`src/verilog/csb_consts.vh`:
```
`ifndef CSB_CONSTS_VH
`define CSB_CONSTS_VH
// register offsets
`define CSB_ADDR_IRQ_STATUS   8'h01
`define CSB_ADDR_SECT_STATUS  8'h0c
`define CSB_ADDR_SECT_STATUS1 8'h0d
`define CSB_ADDR_SECT_STATUS2 8'h0e
`define CSB_ADDR_SECT_STATUS3 8'h0f
`define CSB_ADDR_DEC_PTR_LO   8'h28
`define CSB_ADDR_DEC_PTR_HI   8'h29
`define CSB_ADDR_BUF_MODE     8'h5c
`define CSB_ADDR_CHK_STATUS   8'h80
`define CSB_ADDR_MASK0        8'h8c
`define CSB_ADDR_MASK1        8'h8d
`define CSB_ADDR_MASK2        8'h8e
`define CSB_ADDR_MASK3        8'h8f
`define CSB_ADDR_INDEP_CTRL   8'h9a
`define CSB_ADDR_BUF_LIMIT    8'h9b
`define CSB_ADDR_CACHE_CTRL   8'h9c
`define CSB_ADDR_CREDIT       8'h9d
`define CSB_ADDR_SKIP         8'h9e
`define CSB_ADDR_REMAIN       8'h9f
`define CSB_ADDR_BUF_PTR_LO   8'ha0
`define CSB_ADDR_BUF_PTR_HI   8'ha1
`define CSB_ADDR_BLK_COUNT    8'ha2
`define CSB_ADDR_ROUND        8'ha3
`define CSB_ADDR_IRQ_CLEAR    8'ha4
// field positions
`define CSB_BIT_RED_EN        0
`define CSB_BIT_IC_EN         7
`define CSB_BIT_CREDIT_INC    5
`define CSB_BIT_AUTO_CACHE    6
`define CSB_BIT_STA_ERR       6
`define CSB_BIT_LAST_BLK      3
`define CSB_BIT_HDR_ERR       0
`define CSB_BIT_SECT_RDY      5
`define CSB_BIT_XFER_END      6
// reset values and pointer width
`define CSB_RST_BLK_COUNT     8'h10
`define CSB_PTR_W             12
`endif

```
`src/verilog/csb_wrap_ptr.v`:
```
`timescale 1ns/1ps
module csb_wrap_ptr #(
	parameter W = 12
) (
	input  wire         clk_i,
	input  wire         rst_i,
	input  wire         inc_i,
	input  wire         load_i,
	input  wire [W-1:0] load_val_i,
	input  wire [W-1:0] limit_i,
	output reg  [W-1:0] ptr_o
);
	wire [W-1:0] next_ptr;
	assign next_ptr = (ptr_o + 1'b1 >= limit_i) ? {W{1'b0}} : ptr_o + 1'b1;
	always @(posedge clk_i)
	begin
		if (rst_i)
			ptr_o <= {W{1'b0}};
		else if (load_i)
			ptr_o <= load_val_i;
		else if (inc_i)
			ptr_o <= next_ptr;
	end
endmodule

```
`src/verilog/csb_sync2.v`:
```
`timescale 1ns/1ps
module csb_sync2 #(
	parameter W = 1
) (
	input  wire         clk_i,
	input  wire         rst_i,
	input  wire [W-1:0] d_i,
	output reg  [W-1:0] q_o
);
	reg [W-1:0] meta;
	always @(posedge clk_i)
	begin
		if (rst_i)
		begin
			meta <= {W{1'b0}};
			q_o  <= {W{1'b0}};
		end
		else
		begin
			meta <= d_i;
			q_o  <= meta;
		end
	end
endmodule

```
`src/verilog/csb_sector_buffer_manager.v`:
```
// Function
// - status collection on when any mask bit set
// - masked status error sets flag at check end
// - correction starts when over one sector pending
// - decode pointer advances on good check ends
// - buffer pointer advances on every sync while independent correction is on
// - erroneous sector retried up to round limit
// - reduction: ready flag only on error check ends or last block
// - first interrupt via last block flag
// - credit increments on clean check end
// - credit decrements per host block transfer
// - transfer end only on a block end while remaining count is one
// - header compare error flagged at check end
// - sector ready reported in interrupt status
//
// Strobed register access was left to the implementer.
`timescale 1ns/1ps
`include "csb_consts.vh"
module csb_sector_buffer_manager #(
	parameter PW = `CSB_PTR_W
) (
	input  wire        clk_i,
	input  wire        rst_i,
	input  wire [7:0]  addr_i,
	input  wire [7:0]  wdata_i,
	input  wire        wr_i,
	input  wire        rd_i,
	output reg  [7:0]  rdata_o,
	input  wire        check_end_i,
	input  wire [31:0] sector_status_i,
	input  wire [23:0] sector_header_i,
	input  wire [23:0] target_addr_i,
	input  wire        header_compare_en_i,
	input  wire        last_block_i,
	input  wire        sync_pin_i,
	input  wire        block_xfer_end_i,
	output reg         correction_start_o,
	output reg  [PW-1:0] correct_block_o,
	output reg         sector_ready_flag_o,
	output reg         transfer_end_flag_o
);
	reg  [31:0] status_error_mask;
	reg  [7:0]  buffer_mode_control;
	reg  [7:0]  independent_correction_ctrl;
	reg  [7:0]  buffering_limit;
	reg  [7:0]  cache_control;
	reg  [7:0]  transfer_credit_count;
	reg  [7:0]  skip_count;
	reg  [7:0]  remaining_transfer_count;
	reg  [7:0]  block_count;
	reg  [31:0] sect_status;
	reg         status_error_flag;
	reg         header_compare_error_flag;
	reg         last_block_flag;
	reg  [3:0]  round_count;
	reg         sync_d;

	wire        sync_s;
	wire        sync_pulse;
	wire [PW-1:0] decode_block_pointer;
	wire [PW-1:0] buffer_block_pointer;
	wire        mode_ic;
	wire        collect_en;
	wire        sta_err_now;
	wire        hdr_err_now;
	wire        sect_bad;
	wire        dec_inc;
	wire        retry_ok;
	wire [PW-1:0] pending;
	wire [PW-1:0] limit;
	wire        dec_lo_wr;
	wire        dec_hi_wr;
	wire [PW-1:0] dec_load;
	wire        reduce;
	wire        credit_inc;
	wire        credit_dec;
	wire        clr_wr;
	wire        credit_wr;
	wire        round_step;
	wire        bad_retry;
	wire        dec_wr;
	wire        buf_inc;
	wire        pending_many;
	wire        ready_event;
	wire        end_event;
	wire        clr_ready;
	wire        clr_end;
	wire        clr_last;
	wire [7:0]  irq_status;
	wire [7:0]  chk_status;
	reg  [7:0]  next_rdata;

	csb_sync2 #(.W(1)) u_sync (
		.clk_i (clk_i),
		.rst_i (rst_i),
		.d_i   (sync_pin_i),
		.q_o   (sync_s)
	);
	assign sync_pulse = sync_s & ~sync_d;

	assign mode_ic     = independent_correction_ctrl[`CSB_BIT_IC_EN];
	assign collect_en  = |status_error_mask;
	assign sta_err_now = collect_en & |(sector_status_i & status_error_mask);
	assign hdr_err_now = header_compare_en_i &
		(sector_header_i != target_addr_i);
	assign sect_bad    = sta_err_now | hdr_err_now;
	assign retry_ok    = round_count < cache_control[3:0];
	assign bad_retry   = sect_bad & retry_ok;
	assign round_step  = mode_ic & check_end_i;
	assign dec_inc     = round_step & ~bad_retry;
	assign limit       = {{(PW-8){1'b0}}, block_count};
	assign pending     = (buffer_block_pointer >= decode_block_pointer) ?
		buffer_block_pointer - decode_block_pointer :
		buffer_block_pointer + limit - decode_block_pointer;
	assign dec_lo_wr   = wr_i & (addr_i == `CSB_ADDR_DEC_PTR_LO);
	assign dec_hi_wr   = wr_i & (addr_i == `CSB_ADDR_DEC_PTR_HI);
	assign dec_load    = dec_lo_wr ?
		{decode_block_pointer[PW-1:8], wdata_i} :
		{wdata_i[PW-9:0], decode_block_pointer[7:0]};
	assign reduce      = buffer_mode_control[`CSB_BIT_RED_EN];
	assign credit_inc  = cache_control[`CSB_BIT_CREDIT_INC] & check_end_i &
		~sect_bad;
	assign credit_dec  = cache_control[`CSB_BIT_AUTO_CACHE] &
		block_xfer_end_i;
	assign clr_wr      = wr_i & (addr_i == `CSB_ADDR_IRQ_CLEAR);
	assign clr_ready   = clr_wr & wdata_i[`CSB_BIT_SECT_RDY];
	assign clr_end     = clr_wr & wdata_i[`CSB_BIT_XFER_END];
	assign clr_last    = clr_wr & wdata_i[`CSB_BIT_LAST_BLK];
	assign credit_wr   = wr_i & (addr_i == `CSB_ADDR_CREDIT);
	assign dec_wr      = dec_lo_wr | dec_hi_wr;
	assign buf_inc     = mode_ic & sync_pulse;
	assign pending_many = pending > {{(PW-1){1'b0}}, 1'b1};
	assign ready_event = reduce ? (check_end_i & sect_bad) | last_block_i :
		check_end_i | last_block_i;
	assign end_event   = block_xfer_end_i &
		(remaining_transfer_count == 8'h01);
	assign irq_status  = {1'b0, transfer_end_flag_o, sector_ready_flag_o,
		5'h00};
	assign chk_status  = {1'b0, status_error_flag, 2'b00, last_block_flag,
		2'b00, header_compare_error_flag};

	csb_wrap_ptr #(.W(PW)) u_dec_ptr (
		.clk_i      (clk_i),
		.rst_i      (rst_i),
		.inc_i      (dec_inc),
		.load_i     (dec_wr),
		.load_val_i (dec_load),
		.limit_i    (limit),
		.ptr_o      (decode_block_pointer)
	);

	csb_wrap_ptr #(.W(PW)) u_buf_ptr (
		.clk_i      (clk_i),
		.rst_i      (rst_i),
		.inc_i      (buf_inc),
		.load_i     (1'b0),
		.load_val_i ({PW{1'b0}}),
		.limit_i    (limit),
		.ptr_o      (buffer_block_pointer)
	);

	always @(posedge clk_i)
	begin
		if (rst_i)
		begin
			buffer_mode_control         <= 8'h00;
			independent_correction_ctrl <= 8'h00;
			buffering_limit             <= 8'h00;
			cache_control               <= 8'h00;
			skip_count                  <= 8'h00;
		end
		else if (wr_i)
		begin
			case (addr_i)
			`CSB_ADDR_BUF_MODE:    buffer_mode_control <= wdata_i;
			`CSB_ADDR_INDEP_CTRL:  independent_correction_ctrl <= wdata_i;
			`CSB_ADDR_BUF_LIMIT:   buffering_limit <= wdata_i;
			`CSB_ADDR_CACHE_CTRL:  cache_control <= wdata_i;
			`CSB_ADDR_SKIP:        skip_count <= wdata_i;
			default:               ;
			endcase
		end
	end

	always @(posedge clk_i)
	begin
		if (rst_i)
			status_error_mask <= 32'h0000_0000;
		else if (wr_i)
		begin
			case (addr_i)
			`CSB_ADDR_MASK0: status_error_mask[7:0]   <= wdata_i;
			`CSB_ADDR_MASK1: status_error_mask[15:8]  <= wdata_i;
			`CSB_ADDR_MASK2: status_error_mask[23:16] <= wdata_i;
			`CSB_ADDR_MASK3: status_error_mask[31:24] <= wdata_i;
			default:         ;
			endcase
		end
	end

	always @(posedge clk_i)
	begin
		if (rst_i)
			block_count <= `CSB_RST_BLK_COUNT;
		else if (wr_i && addr_i == `CSB_ADDR_BLK_COUNT)
			block_count <= (wdata_i == 8'h00) ?
				8'h01 : wdata_i;
	end

	// other register writes no longer swallow a block end
	always @(posedge clk_i)
	begin
		if (rst_i)
			remaining_transfer_count <= 8'h00;
		else if (wr_i && addr_i == `CSB_ADDR_REMAIN)
			remaining_transfer_count <= wdata_i;
		else if (block_xfer_end_i && remaining_transfer_count != 8'h00)
			remaining_transfer_count <= remaining_transfer_count - 8'h01;
	end

	always @(posedge clk_i)
	begin
		if (rst_i)
			transfer_credit_count <= 8'h00;
		else if (credit_wr)
			transfer_credit_count <= wdata_i;
		else if (credit_inc && !credit_dec)
			transfer_credit_count <= transfer_credit_count + 8'h01;
		else if (credit_dec && !credit_inc &&
			transfer_credit_count != 8'h00)
			transfer_credit_count <= transfer_credit_count - 8'h01;
	end

	always @(posedge clk_i)
	begin
		if (rst_i)
			round_count <= 4'h0;
		else if (round_step)
			round_count <= bad_retry ?
				round_count + 4'h1 : 4'h0;
	end

	always @(posedge clk_i)
	begin
		if (rst_i)
		begin
			sect_status               <= 32'h0000_0000;
			status_error_flag         <= 1'b0;
			header_compare_error_flag <= 1'b0;
		end
		else if (check_end_i)
		begin
			sect_status               <= sector_status_i;
			status_error_flag         <= sta_err_now;
			header_compare_error_flag <= hdr_err_now;
		end
	end

	always @(posedge clk_i)
	begin
		if (rst_i)
			last_block_flag <= 1'b0;
		else if (last_block_i)
			last_block_flag <= 1'b1;
		else if (clr_last)
			last_block_flag <= 1'b0;
	end

	always @(posedge clk_i)
	begin
		if (rst_i)
			sector_ready_flag_o <= 1'b0;
		else if (ready_event)
			sector_ready_flag_o <= 1'b1;
		else if (clr_ready)
			sector_ready_flag_o <= 1'b0;
	end

	always @(posedge clk_i)
	begin
		if (rst_i)
			transfer_end_flag_o <= 1'b0;
		else if (end_event)
			transfer_end_flag_o <= 1'b1;
		else if (clr_end)
			transfer_end_flag_o <= 1'b0;
	end

	always @(posedge clk_i)
	begin
		if (rst_i)
		begin
			sync_d             <= 1'b0;
			correction_start_o <= 1'b0;
			correct_block_o    <= {PW{1'b0}};
		end
		else
		begin
			sync_d             <= sync_s;
			correction_start_o <= mode_ic & pending_many;
			correct_block_o    <= decode_block_pointer;
		end
	end

	always @*
	begin
		next_rdata = 8'h00;
		case (addr_i)
		`CSB_ADDR_IRQ_STATUS:  next_rdata = irq_status;
		`CSB_ADDR_SECT_STATUS: next_rdata = sect_status[7:0];
		`CSB_ADDR_SECT_STATUS1: next_rdata = sect_status[15:8];
		`CSB_ADDR_SECT_STATUS2: next_rdata = sect_status[23:16];
		`CSB_ADDR_SECT_STATUS3: next_rdata = sect_status[31:24];
		`CSB_ADDR_DEC_PTR_LO:  next_rdata = decode_block_pointer[7:0];
		`CSB_ADDR_DEC_PTR_HI:  next_rdata = {{(16-PW){1'b0}},
			decode_block_pointer[PW-1:8]};
		`CSB_ADDR_BUF_MODE:    next_rdata = buffer_mode_control;
		`CSB_ADDR_CHK_STATUS:  next_rdata = chk_status;
		`CSB_ADDR_INDEP_CTRL:  next_rdata = independent_correction_ctrl;
		`CSB_ADDR_BUF_LIMIT:   next_rdata = buffering_limit;
		`CSB_ADDR_CACHE_CTRL:  next_rdata = cache_control;
		`CSB_ADDR_CREDIT:      next_rdata = transfer_credit_count;
		`CSB_ADDR_SKIP:        next_rdata = skip_count;
		`CSB_ADDR_REMAIN:      next_rdata = remaining_transfer_count;
		`CSB_ADDR_BUF_PTR_LO:  next_rdata = buffer_block_pointer[7:0];
		`CSB_ADDR_BUF_PTR_HI:  next_rdata = {{(16-PW){1'b0}},
			buffer_block_pointer[PW-1:8]};
		`CSB_ADDR_BLK_COUNT:   next_rdata = block_count;
		`CSB_ADDR_ROUND:       next_rdata = {4'h0, round_count};
		default:               next_rdata = 8'h00;
		endcase
	end

	always @(posedge clk_i)
	begin
		if (rst_i)
			rdata_o <= 8'h00;
		else if (rd_i)
			rdata_o <= next_rdata;
		else
			rdata_o <= 8'h00;
	end
endmodule

```
`config.mk`:
```
export PLATFORM = sky130hd
export DESIGN_NAME = csb_sector_buffer_manager
export DESIGN_NICKNAME = d
export VERILOG_FILES = /design/src/verilog/csb_wrap_ptr.v /design/src/verilog/csb_sync2.v /design/src/verilog/csb_sector_buffer_manager.v
export VERILOG_INCLUDE_DIRS = /design/src /design/src/verilog
export SDC_FILE = /design/constraint.sdc
export NUM_CORES = 1
export LEC_CHECK = 0
export BUFFER_PORTS_ARGS = -buffer_cell sky130_fd_sc_hd__buf_2
export CORE_MARGIN = 4
export CORE_UTILIZATION = 45
export CTS_BUF_LIST = sky130_fd_sc_hd__clkbuf_4
export CTS_CLUSTER_SIZE = 30
export DETAILED_ROUTE_END_ITERATION = 7
export SLEW_MARGIN = 20
export SYNTH_ARGS = -nofsm -noshare
export SYNTH_HDL_FRONTEND = slang
export SYNTH_SLANG_ARGS = --single-unit
export TNS_END_PERCENT = 100
```
`constraint.sdc`:
```
create_clock -name clk_i -period 7.5 [get_ports clk_i]
set_input_delay 1.125 -clock clk_i [delete_from_list [all_inputs] [get_ports clk_i]]
set_output_delay 1.125 -clock clk_i [all_outputs]
set_load 0.02 [all_outputs]
```
## After elaboration in Yosys (flattened, before gate mapping)

Index checks and enable logic that the tools add are counted.

- Magnitude comparators: 5
- Add/sub/neg operators: 9
- Equality and inequality tests: 28
- Muxes and demuxes: 21
- Reduce and logical (&&, ||, !) cells: 31
- Bitwise gates (word level): 29

Operators by type and width:

| kind | count |
|---|---|
| $pmux 8 s19 | 1 |
| $eq 8x8->1 const B | 16 |
| $mux 12 | 6 |
| $reduce_or 32->1 | 2 |
| $mux 8 | 6 |
| $and 32x32->32 | 1 |
| $eq 8x4->1 const B | 4 |
| $add 12x1->12 const B | 2 |
| $ge 12x8->1 | 2 |
| $ne 24x24->1 | 1 |
| $sub 12x12->12 | 2 |
| $reduce_and 2->1 | 11 |
| $and 1x1->1 | 20 |
| $eq 8x1->1 const B | 2 |
| $eq 8x6->1 const B | 2 |
| $reduce_bool 8->1 | 2 |
| $sub 8x1->8 const B | 2 |
| $add 12x8->12 | 1 |
| $ge 12x12->1 | 1 |
| $gt 12x1->1 const B | 1 |
| $reduce_bool 2->1 | 5 |
| $add 8x1->8 const B | 1 |
| $eq 8x7->1 const B | 1 |
| $logic_not 8->1 | 1 |
| other kinds (11) | 30 |

- Bits in registers: 185
- Logic and storage cells: 151
- Input bits: 105

## Logic depth before layout (Yosys ltp)

- Depth in word-level cells: 12
- Depth in mapped cells: 14
- Mapped depth without buffers: 14

## Modules after synthesis

Synthesis repeated with hierarchy kept, for this count alone.

- Cell total of the unflattened synthesis: 1,325
- Area, all modules: 11,109.4 um^2

By module, submodules not included:

| module | area each (um^2) | sequential area each (um^2) | times used | cells each |
|---|---|---|---|---|
| csb_sector_buffer_manager | 8,974.9 | 3,183.1 | 1 | 1,051 |
| csb_wrap_ptr | 1,041.0 | 240.2 | 2 | 135 |
| csb_sync2 | 52.6 | 40.0 | 1 | 4 |

## Worst setup path before layout

No wires, ideal clock.

- Path type: in2reg
- Start point: input port target_addr_i[23]
- End point: register transfer_credit_count[7]
- Setup time: 0.091 ns
- Data arrival time: 4.014 ns
- Cell stages on the path: 13
- Setup slack: 3.395 ns
- Cell sequence: xor2_1 -> nor4_1 -> nand4_1 -> o31a_1 -> nand3b_1 -> ha_1 -> a21o_1 -> a21oi_1 -> o21ai_0 -> o41ai_1 -> xor2_1 -> or3_1 -> a311oi_1

- Longest elaborated chain between the ends: 9
- Elaborated cells on any way between the ends: 12

Ends and longest elaborated chain:

| item | line | text |
|---|---|---|
| start, declared | csb_sector_buffer_manager.v:32 | `input wire [23:0] target_addr_i,` |
| $ne 24x24->1 (*) | csb_sector_buffer_manager.v:105 | `(sector_header_i != target_addr_i);` |
| $and 1x1->1 (*) | csb_sector_buffer_manager.v:104 | `assign hdr_err_now = header_compare_en_i &` |
| $or 1x1->1 (*) | csb_sector_buffer_manager.v:106 | `assign sect_bad = sta_err_now \| hdr_err_now;` |
| $not 1->1 (*) | csb_sector_buffer_manager.v:122 | `~sect_bad;` |
| $and 1x1->1 (*) | csb_sector_buffer_manager.v:121 | `` assign credit_inc = cache_control[`CSB_BIT_CREDIT_INC] & check_end_i & `` |
| $logic_not 1->1 | csb_sector_buffer_manager.v:229 | `else if (credit_dec && !credit_inc &&` |
| $logic_and 1x1->1 (2 in series) | csb_sector_buffer_manager.v:229 |  |
| $reduce_bool 3->1 (no source line) | n/a |  |
| end signal, assigned | csb_sector_buffer_manager.v:226 | `transfer_credit_count <= wdata_i;` |
| end signal, assigned | csb_sector_buffer_manager.v:228 | `transfer_credit_count <= transfer_credit_count + 8'h01;` |
| end signal, assigned | csb_sector_buffer_manager.v:231 | `transfer_credit_count <= transfer_credit_count - 8'h01;` |
| end, declared | csb_sector_buffer_manager.v:47 | `reg [7:0] transfer_credit_count;` |

Mark *: on every way between the ends. The rest lies on a longest branch, timed or not.
A chain may end at the register's enable or synchronous reset.

## Worst setup path in the final report

- Start point: input port sector_status_i[3]
- End point: register transfer_credit_count[7]

- Longest elaborated chain between the ends: 10
- Elaborated cells on any way between the ends: 13

Ends and longest elaborated chain:

| item | line | text |
|---|---|---|
| start, declared | csb_sector_buffer_manager.v:30 | `input wire [31:0] sector_status_i,` |
| $and 32x32->32 (*) | csb_sector_buffer_manager.v:103 | `assign sta_err_now = collect_en & \|(sector_status_i & status_error_mask);` |
| $reduce_or 32->1 (*) | csb_sector_buffer_manager.v:103 |  |
| $and 1x1->1 (*) | csb_sector_buffer_manager.v:103 |  |
| $or 1x1->1 (*) | csb_sector_buffer_manager.v:106 |  |
| $not 1->1 (*) | csb_sector_buffer_manager.v:122 |  |
| $and 1x1->1 (*) | csb_sector_buffer_manager.v:121 |  |
| $logic_not 1->1 | csb_sector_buffer_manager.v:229 |  |
| $logic_and 1x1->1 (2 in series) | csb_sector_buffer_manager.v:229 |  |
| $reduce_bool 3->1 (no source line) | n/a |  |

Marks and branches as above.

==> summary.log <==
qor: run_status.outcome finished, final reports clean
qor: floorplanning.floorplan.initialDensity 46.1%
qor: hold_path.holdPathStages 1
qor: clock_tree.cts_repair_resize_count 0
qor: cells_and_area.non_filler_instances 1680
qor: floorplanning.floorplan.io_pins 128
qor: cells_and_area.flow.area_growth_from_synthesis 10.9%
qor: detailed_routing.detailed_route_wire_length 35600 um
qor: power.vdd_drop_max 89.2 uV
qor: clock_tree.clock_latency 0.63 ns
qor: sta.fin_crit 4.09 ns
qor: worst_setup_path.ff2ff_setup_slack 3.64 ns
qor: clock_tree.numCtsBuffers 17
qor: clock_tree.cts-root-to-sink-buffers 2
qor: sta.worst-slew-pin-transition 1.04 ns
qor: cells_and_area.nets 1524
qor: detailed_routing.maxUsedRoutingLayer met4
qor: worst_setup_path.setup.worst_path.start_class input port
qor: floorplanning.die_width 161 um
qor: sta.hold_viol_final 0
qor: floorplanning.die-height 161 um
qor: cells_and_area.ff_latch_area 3700 um2
qor: synthesis.synth-async-reset-ratio 0%
qor: placed_design.gpl.final_weighted_congestion 0.924
qor: worst_setup_path.timing.critical_path.slowest_cell_delay 0.50 ns
qor: clock_tree.cts_tree done
qor: synthesis.synthMostInstantiatedCell sky130_fd_sc_hd__dfxtp_1
qor: global_route.grtUsageTotal 26.9%
qor: synthesis.largest_area_contributor_in_the_synthesized_netlist sky130_fd_sc_hd__dfxtp_1
qor: synthesis.postSynthAreaPerCell 8.32 um2
qor: worst_setup_path.worstPathCellList buf_2 -> a22oi_1 -> nand4_1 -> nor4_2 -> nand3b_1 -> ha_1 -> a21o_1 -> a21oi_1 -> o21ai_0 -> o41ai_1 -> xor2_1 -> or3_1 -> a311oi_1
qor: synthesis.synth_edf_count 0
qor: global_route.wire_length_of_the_first_global_routing_pass 54700 um
qor: global_route.largest_net_degree_at_the_start_of_global_routing 76
qor: synthesis.synth_cell_type_count 67
qor: detailed_routing.met1_length 15300 um
qor: cells_and_area.post-route-util 51.2%
qor: power.power.density_cell_area 164 nW/um2
qor: detailed_routing.vias_per_cell 5.87
qor: cells_and_area.post_route_cells_drive_above_1_share 13.2%
qor: sta.timing.setup.tns 0 ns
qor: detailed_routing.detail_route.iter0.violations 801
qor: detailed_routing.num_vias 9867
qor: power.internal_power 1280 uW
qor: sta.achievable-frequency 244 MHz
qor: floorplanning.fp-row-count 55
qor: worst_setup_path.worst_setup_path_end_kind register
qor: global_route.grt_antenna_before_repair 1
qor: placed_design.portBuffers 127
qor: cells_and_area.fillCellCount 2253
qor: flow_run.max_cap_viol_count 0
qor: power.power.net_switching 630 uW
qor: placed_design.dp.final_hpwl 25900 um
qor: synthesis.synth.top_cells.by_count 185 x sky130_fd_sc_hd__dfxtp_1, 133 x sky130_fd_sc_hd__nor2_1, 130 x sky130_fd_sc_hd__nand2_1, 102 x sky130_fd_sc_hd__a21oi_1, 82 x sky130_fd_sc_hd__nand3_1
qor: clock_tree.ctsRootBufferMaster sky130_fd_sc_hd__clkbuf_4
qor: sta.period_share 54.6%
qor: worst_setup_path.critical_path_arrival 4.65 ns
qor: sta.setup_viol_count_final 0
qor: clock_tree.clkTransAtPathRegs 0.19 ns
qor: synthesis.yosysWarnings 0
qor: placed_design.dp.cells 1647
qor: power.pwr-share-seq 55.5%
qor: global_route.via_count_of_the_first_global_routing_pass 9392
qor: synthesis.netlist.area_leader.share 35.3%
qor: sta.fin_worst_skew 0.0371 ns
qor: clock_tree.h-tree-depth 4
qor: power.pwr-share-clk 31.4%
qor: synthesis.part_of_the_yosys_area_used_for_sequential_elements 35.3%
qor: synthesis.postSynthCellCount 1263
qor: detailed_routing.dr_wl_met3 2070 um
qor: synthesis.ys_seq_elements 185
qor: synthesis.synth_area_leaders sky130_fd_sc_hd__dfxtp_1 35%, sky130_fd_sc_hd__mux2i_1 7.1%, sky130_fd_sc_hd__ha_1 6.3%
qor: sta.timing_max_transition_violations_final 0
qor: sta.rsz0062_at_grt false
qor: sta.timing.max_slew.rel_slack 30.2%
qor: hold_path.holdCritPathClass register to register
qor: cells_and_area.multi_input_area 6300 um2
qor: detailed_routing.drt_first_pass_iters 6
qor: worst_setup_path.r2r_cells 12
qor: floorplanning.die-area 25900 um2
qor: floorplanning.core_area 22800 um2
qor: placed_design.post_place_setup_slack 2.80 ns
qor: detailed_routing.met2_wirelength 16800 um
qor: clock_tree.post_cts_hold_buffer_count 0
qor: worst_setup_path.worst_ep_required_time 8.05 ns
qor: power.power.share.switching 33.0%
qor: clock_tree.cts_num_sinks 185
qor: synthesis.mappedNetlistArea 10500 um2
qor: clock_tree.postCtsSetupRepairBufs 0
qor: worst_setup_path.slowest_stage sky130_fd_sc_hd__nor4_2
qor: power.combinationalPowerShare 13.1%
qor: detailed_routing.drc_errors 0
qor: global_route.globalRoute.totalOverflow 0
qor: worst_setup_path.critical_path_class input port to register
qor: power.power_leakage 0.00470 uW
qor: synthesis.yosys_most_used_dff sky130_fd_sc_hd__dfxtp_1
qor: synthesis.syn-num-nets 1434
qor: detailed_routing.route.antenna.remaining_nets 0
qor: worst_setup_path.cp_max_fo 8
qor: sta.finalWorstSetupSlack 3.41 ns
qor: detailed_routing.routed_wire_length_per_instance 21.2 um
cells by family after synthesis:
logic type | after synthesis | synth area share (%)
compound gates | 291 | 18.3
mux | 78 | 7.68
xor+xnor | 64 | 5.34
fa+ha+maj | 66 | 8.79
simple gates | 452 | 19.8
flops | 185 | 35.3
buf+inv | 127 | 4.86
cells in the final DEF (no fill, tap or decap), drive strengths merged, types with 15 or more instances in the layout:
master and instances:
and3 18, xnor2 34, a221oi 17, ha 53
clkbuf 17, nand3 82, nor3 19, nor2 133
xor2 30, a211oi 16, o21ai 35, inv 67
mux2i 75, nor2b 15, a21oi 103, buf 138
a22oi 33, a21o 16, dfxtp 185, nand2 130
per-stage QoR:
step,total power [uW],instance area (um2),hold slack [ns]
after detailed placement,1330,11300,0.437
final,1910,11700,0.461
after global routing,1980,11700,0.479
after CTS,1910,11600,0.467
after floorplan,1220,10500,0.414
after global placement,1320,11300,0.436
path summary, 6_finish.rpt:
check	from	to
setup reg to reg	status_error_mask[3]$_SDFFE_PP0P_	transfer_credit_count[7]$_SDFFE_PP0P_
setup / recovery	sector_status_i[3]	transfer_credit_count[7]$_SDFFE_PP0P_
hold reg to reg	u_sync.meta$_SDFF_PP0_	u_sync.q_o$_SDFF_PP0_
hold / removal	u_sync.meta$_SDFF_PP0_	u_sync.q_o$_SDFF_PP0_
worst max-delay path: cells and delay by family:
kind | cells | cell delay [ns]
compound gates | 6 | 1.45
simple gates | 4 | 1.43
fa+ha+maj | 1 | 0.42
xor+xnor | 1 | 0.12
buf+inv | 1 | 0.11
registers in the layout (all words and copies together), names as in the netlist, 4 cells and up:
signal                       cells
remaining_transfer_count         8
rdata_o                          8
u_buf_ptr.ptr_o                 12
skip_count                       8
block_count                      8
round_count                      4
u_dec_ptr.ptr_o                 12
buffer_mode_control              8
buffering_limit                  8
sect_status                     32
independent_correction_ctrl      8
transfer_credit_count            8
correct_block_o                 12
status_error_mask               32
cache_control                    8
layer usage:
metal | global-route usage, % | vias up
li1 | - | 4693
met1 | 35.4 | 4739
met2 | 44.3 | 351
met3 | 4.54 | 84
met4 | 10.4 | 0
met5 | 0 | -
area by class of cell:
type / instances / area share, %
Antenna cell: 1 / 0.0215
Clock buffer: 17 / 1.10
Clock inverter: 15 / 1.60
Inverter: 60 / 1.93
Multi-Input combinational cell: 951 / 54.0
Sequential cell: 185 / 31.8
Tap cell: 313 / 3.36
Timing Repair Buffer: 138 / 6.18
power by group through the flow:
stage	clock [uW]	sequential, uW	combinational (uW)
floorplan	0	1060	167
CTS	608	1060	248
global route	648	1060	275
finish	598	1060	250
detailed placement	0	1080	247
global placement	0	1080	245
Power figures use the tool's default switching activity.
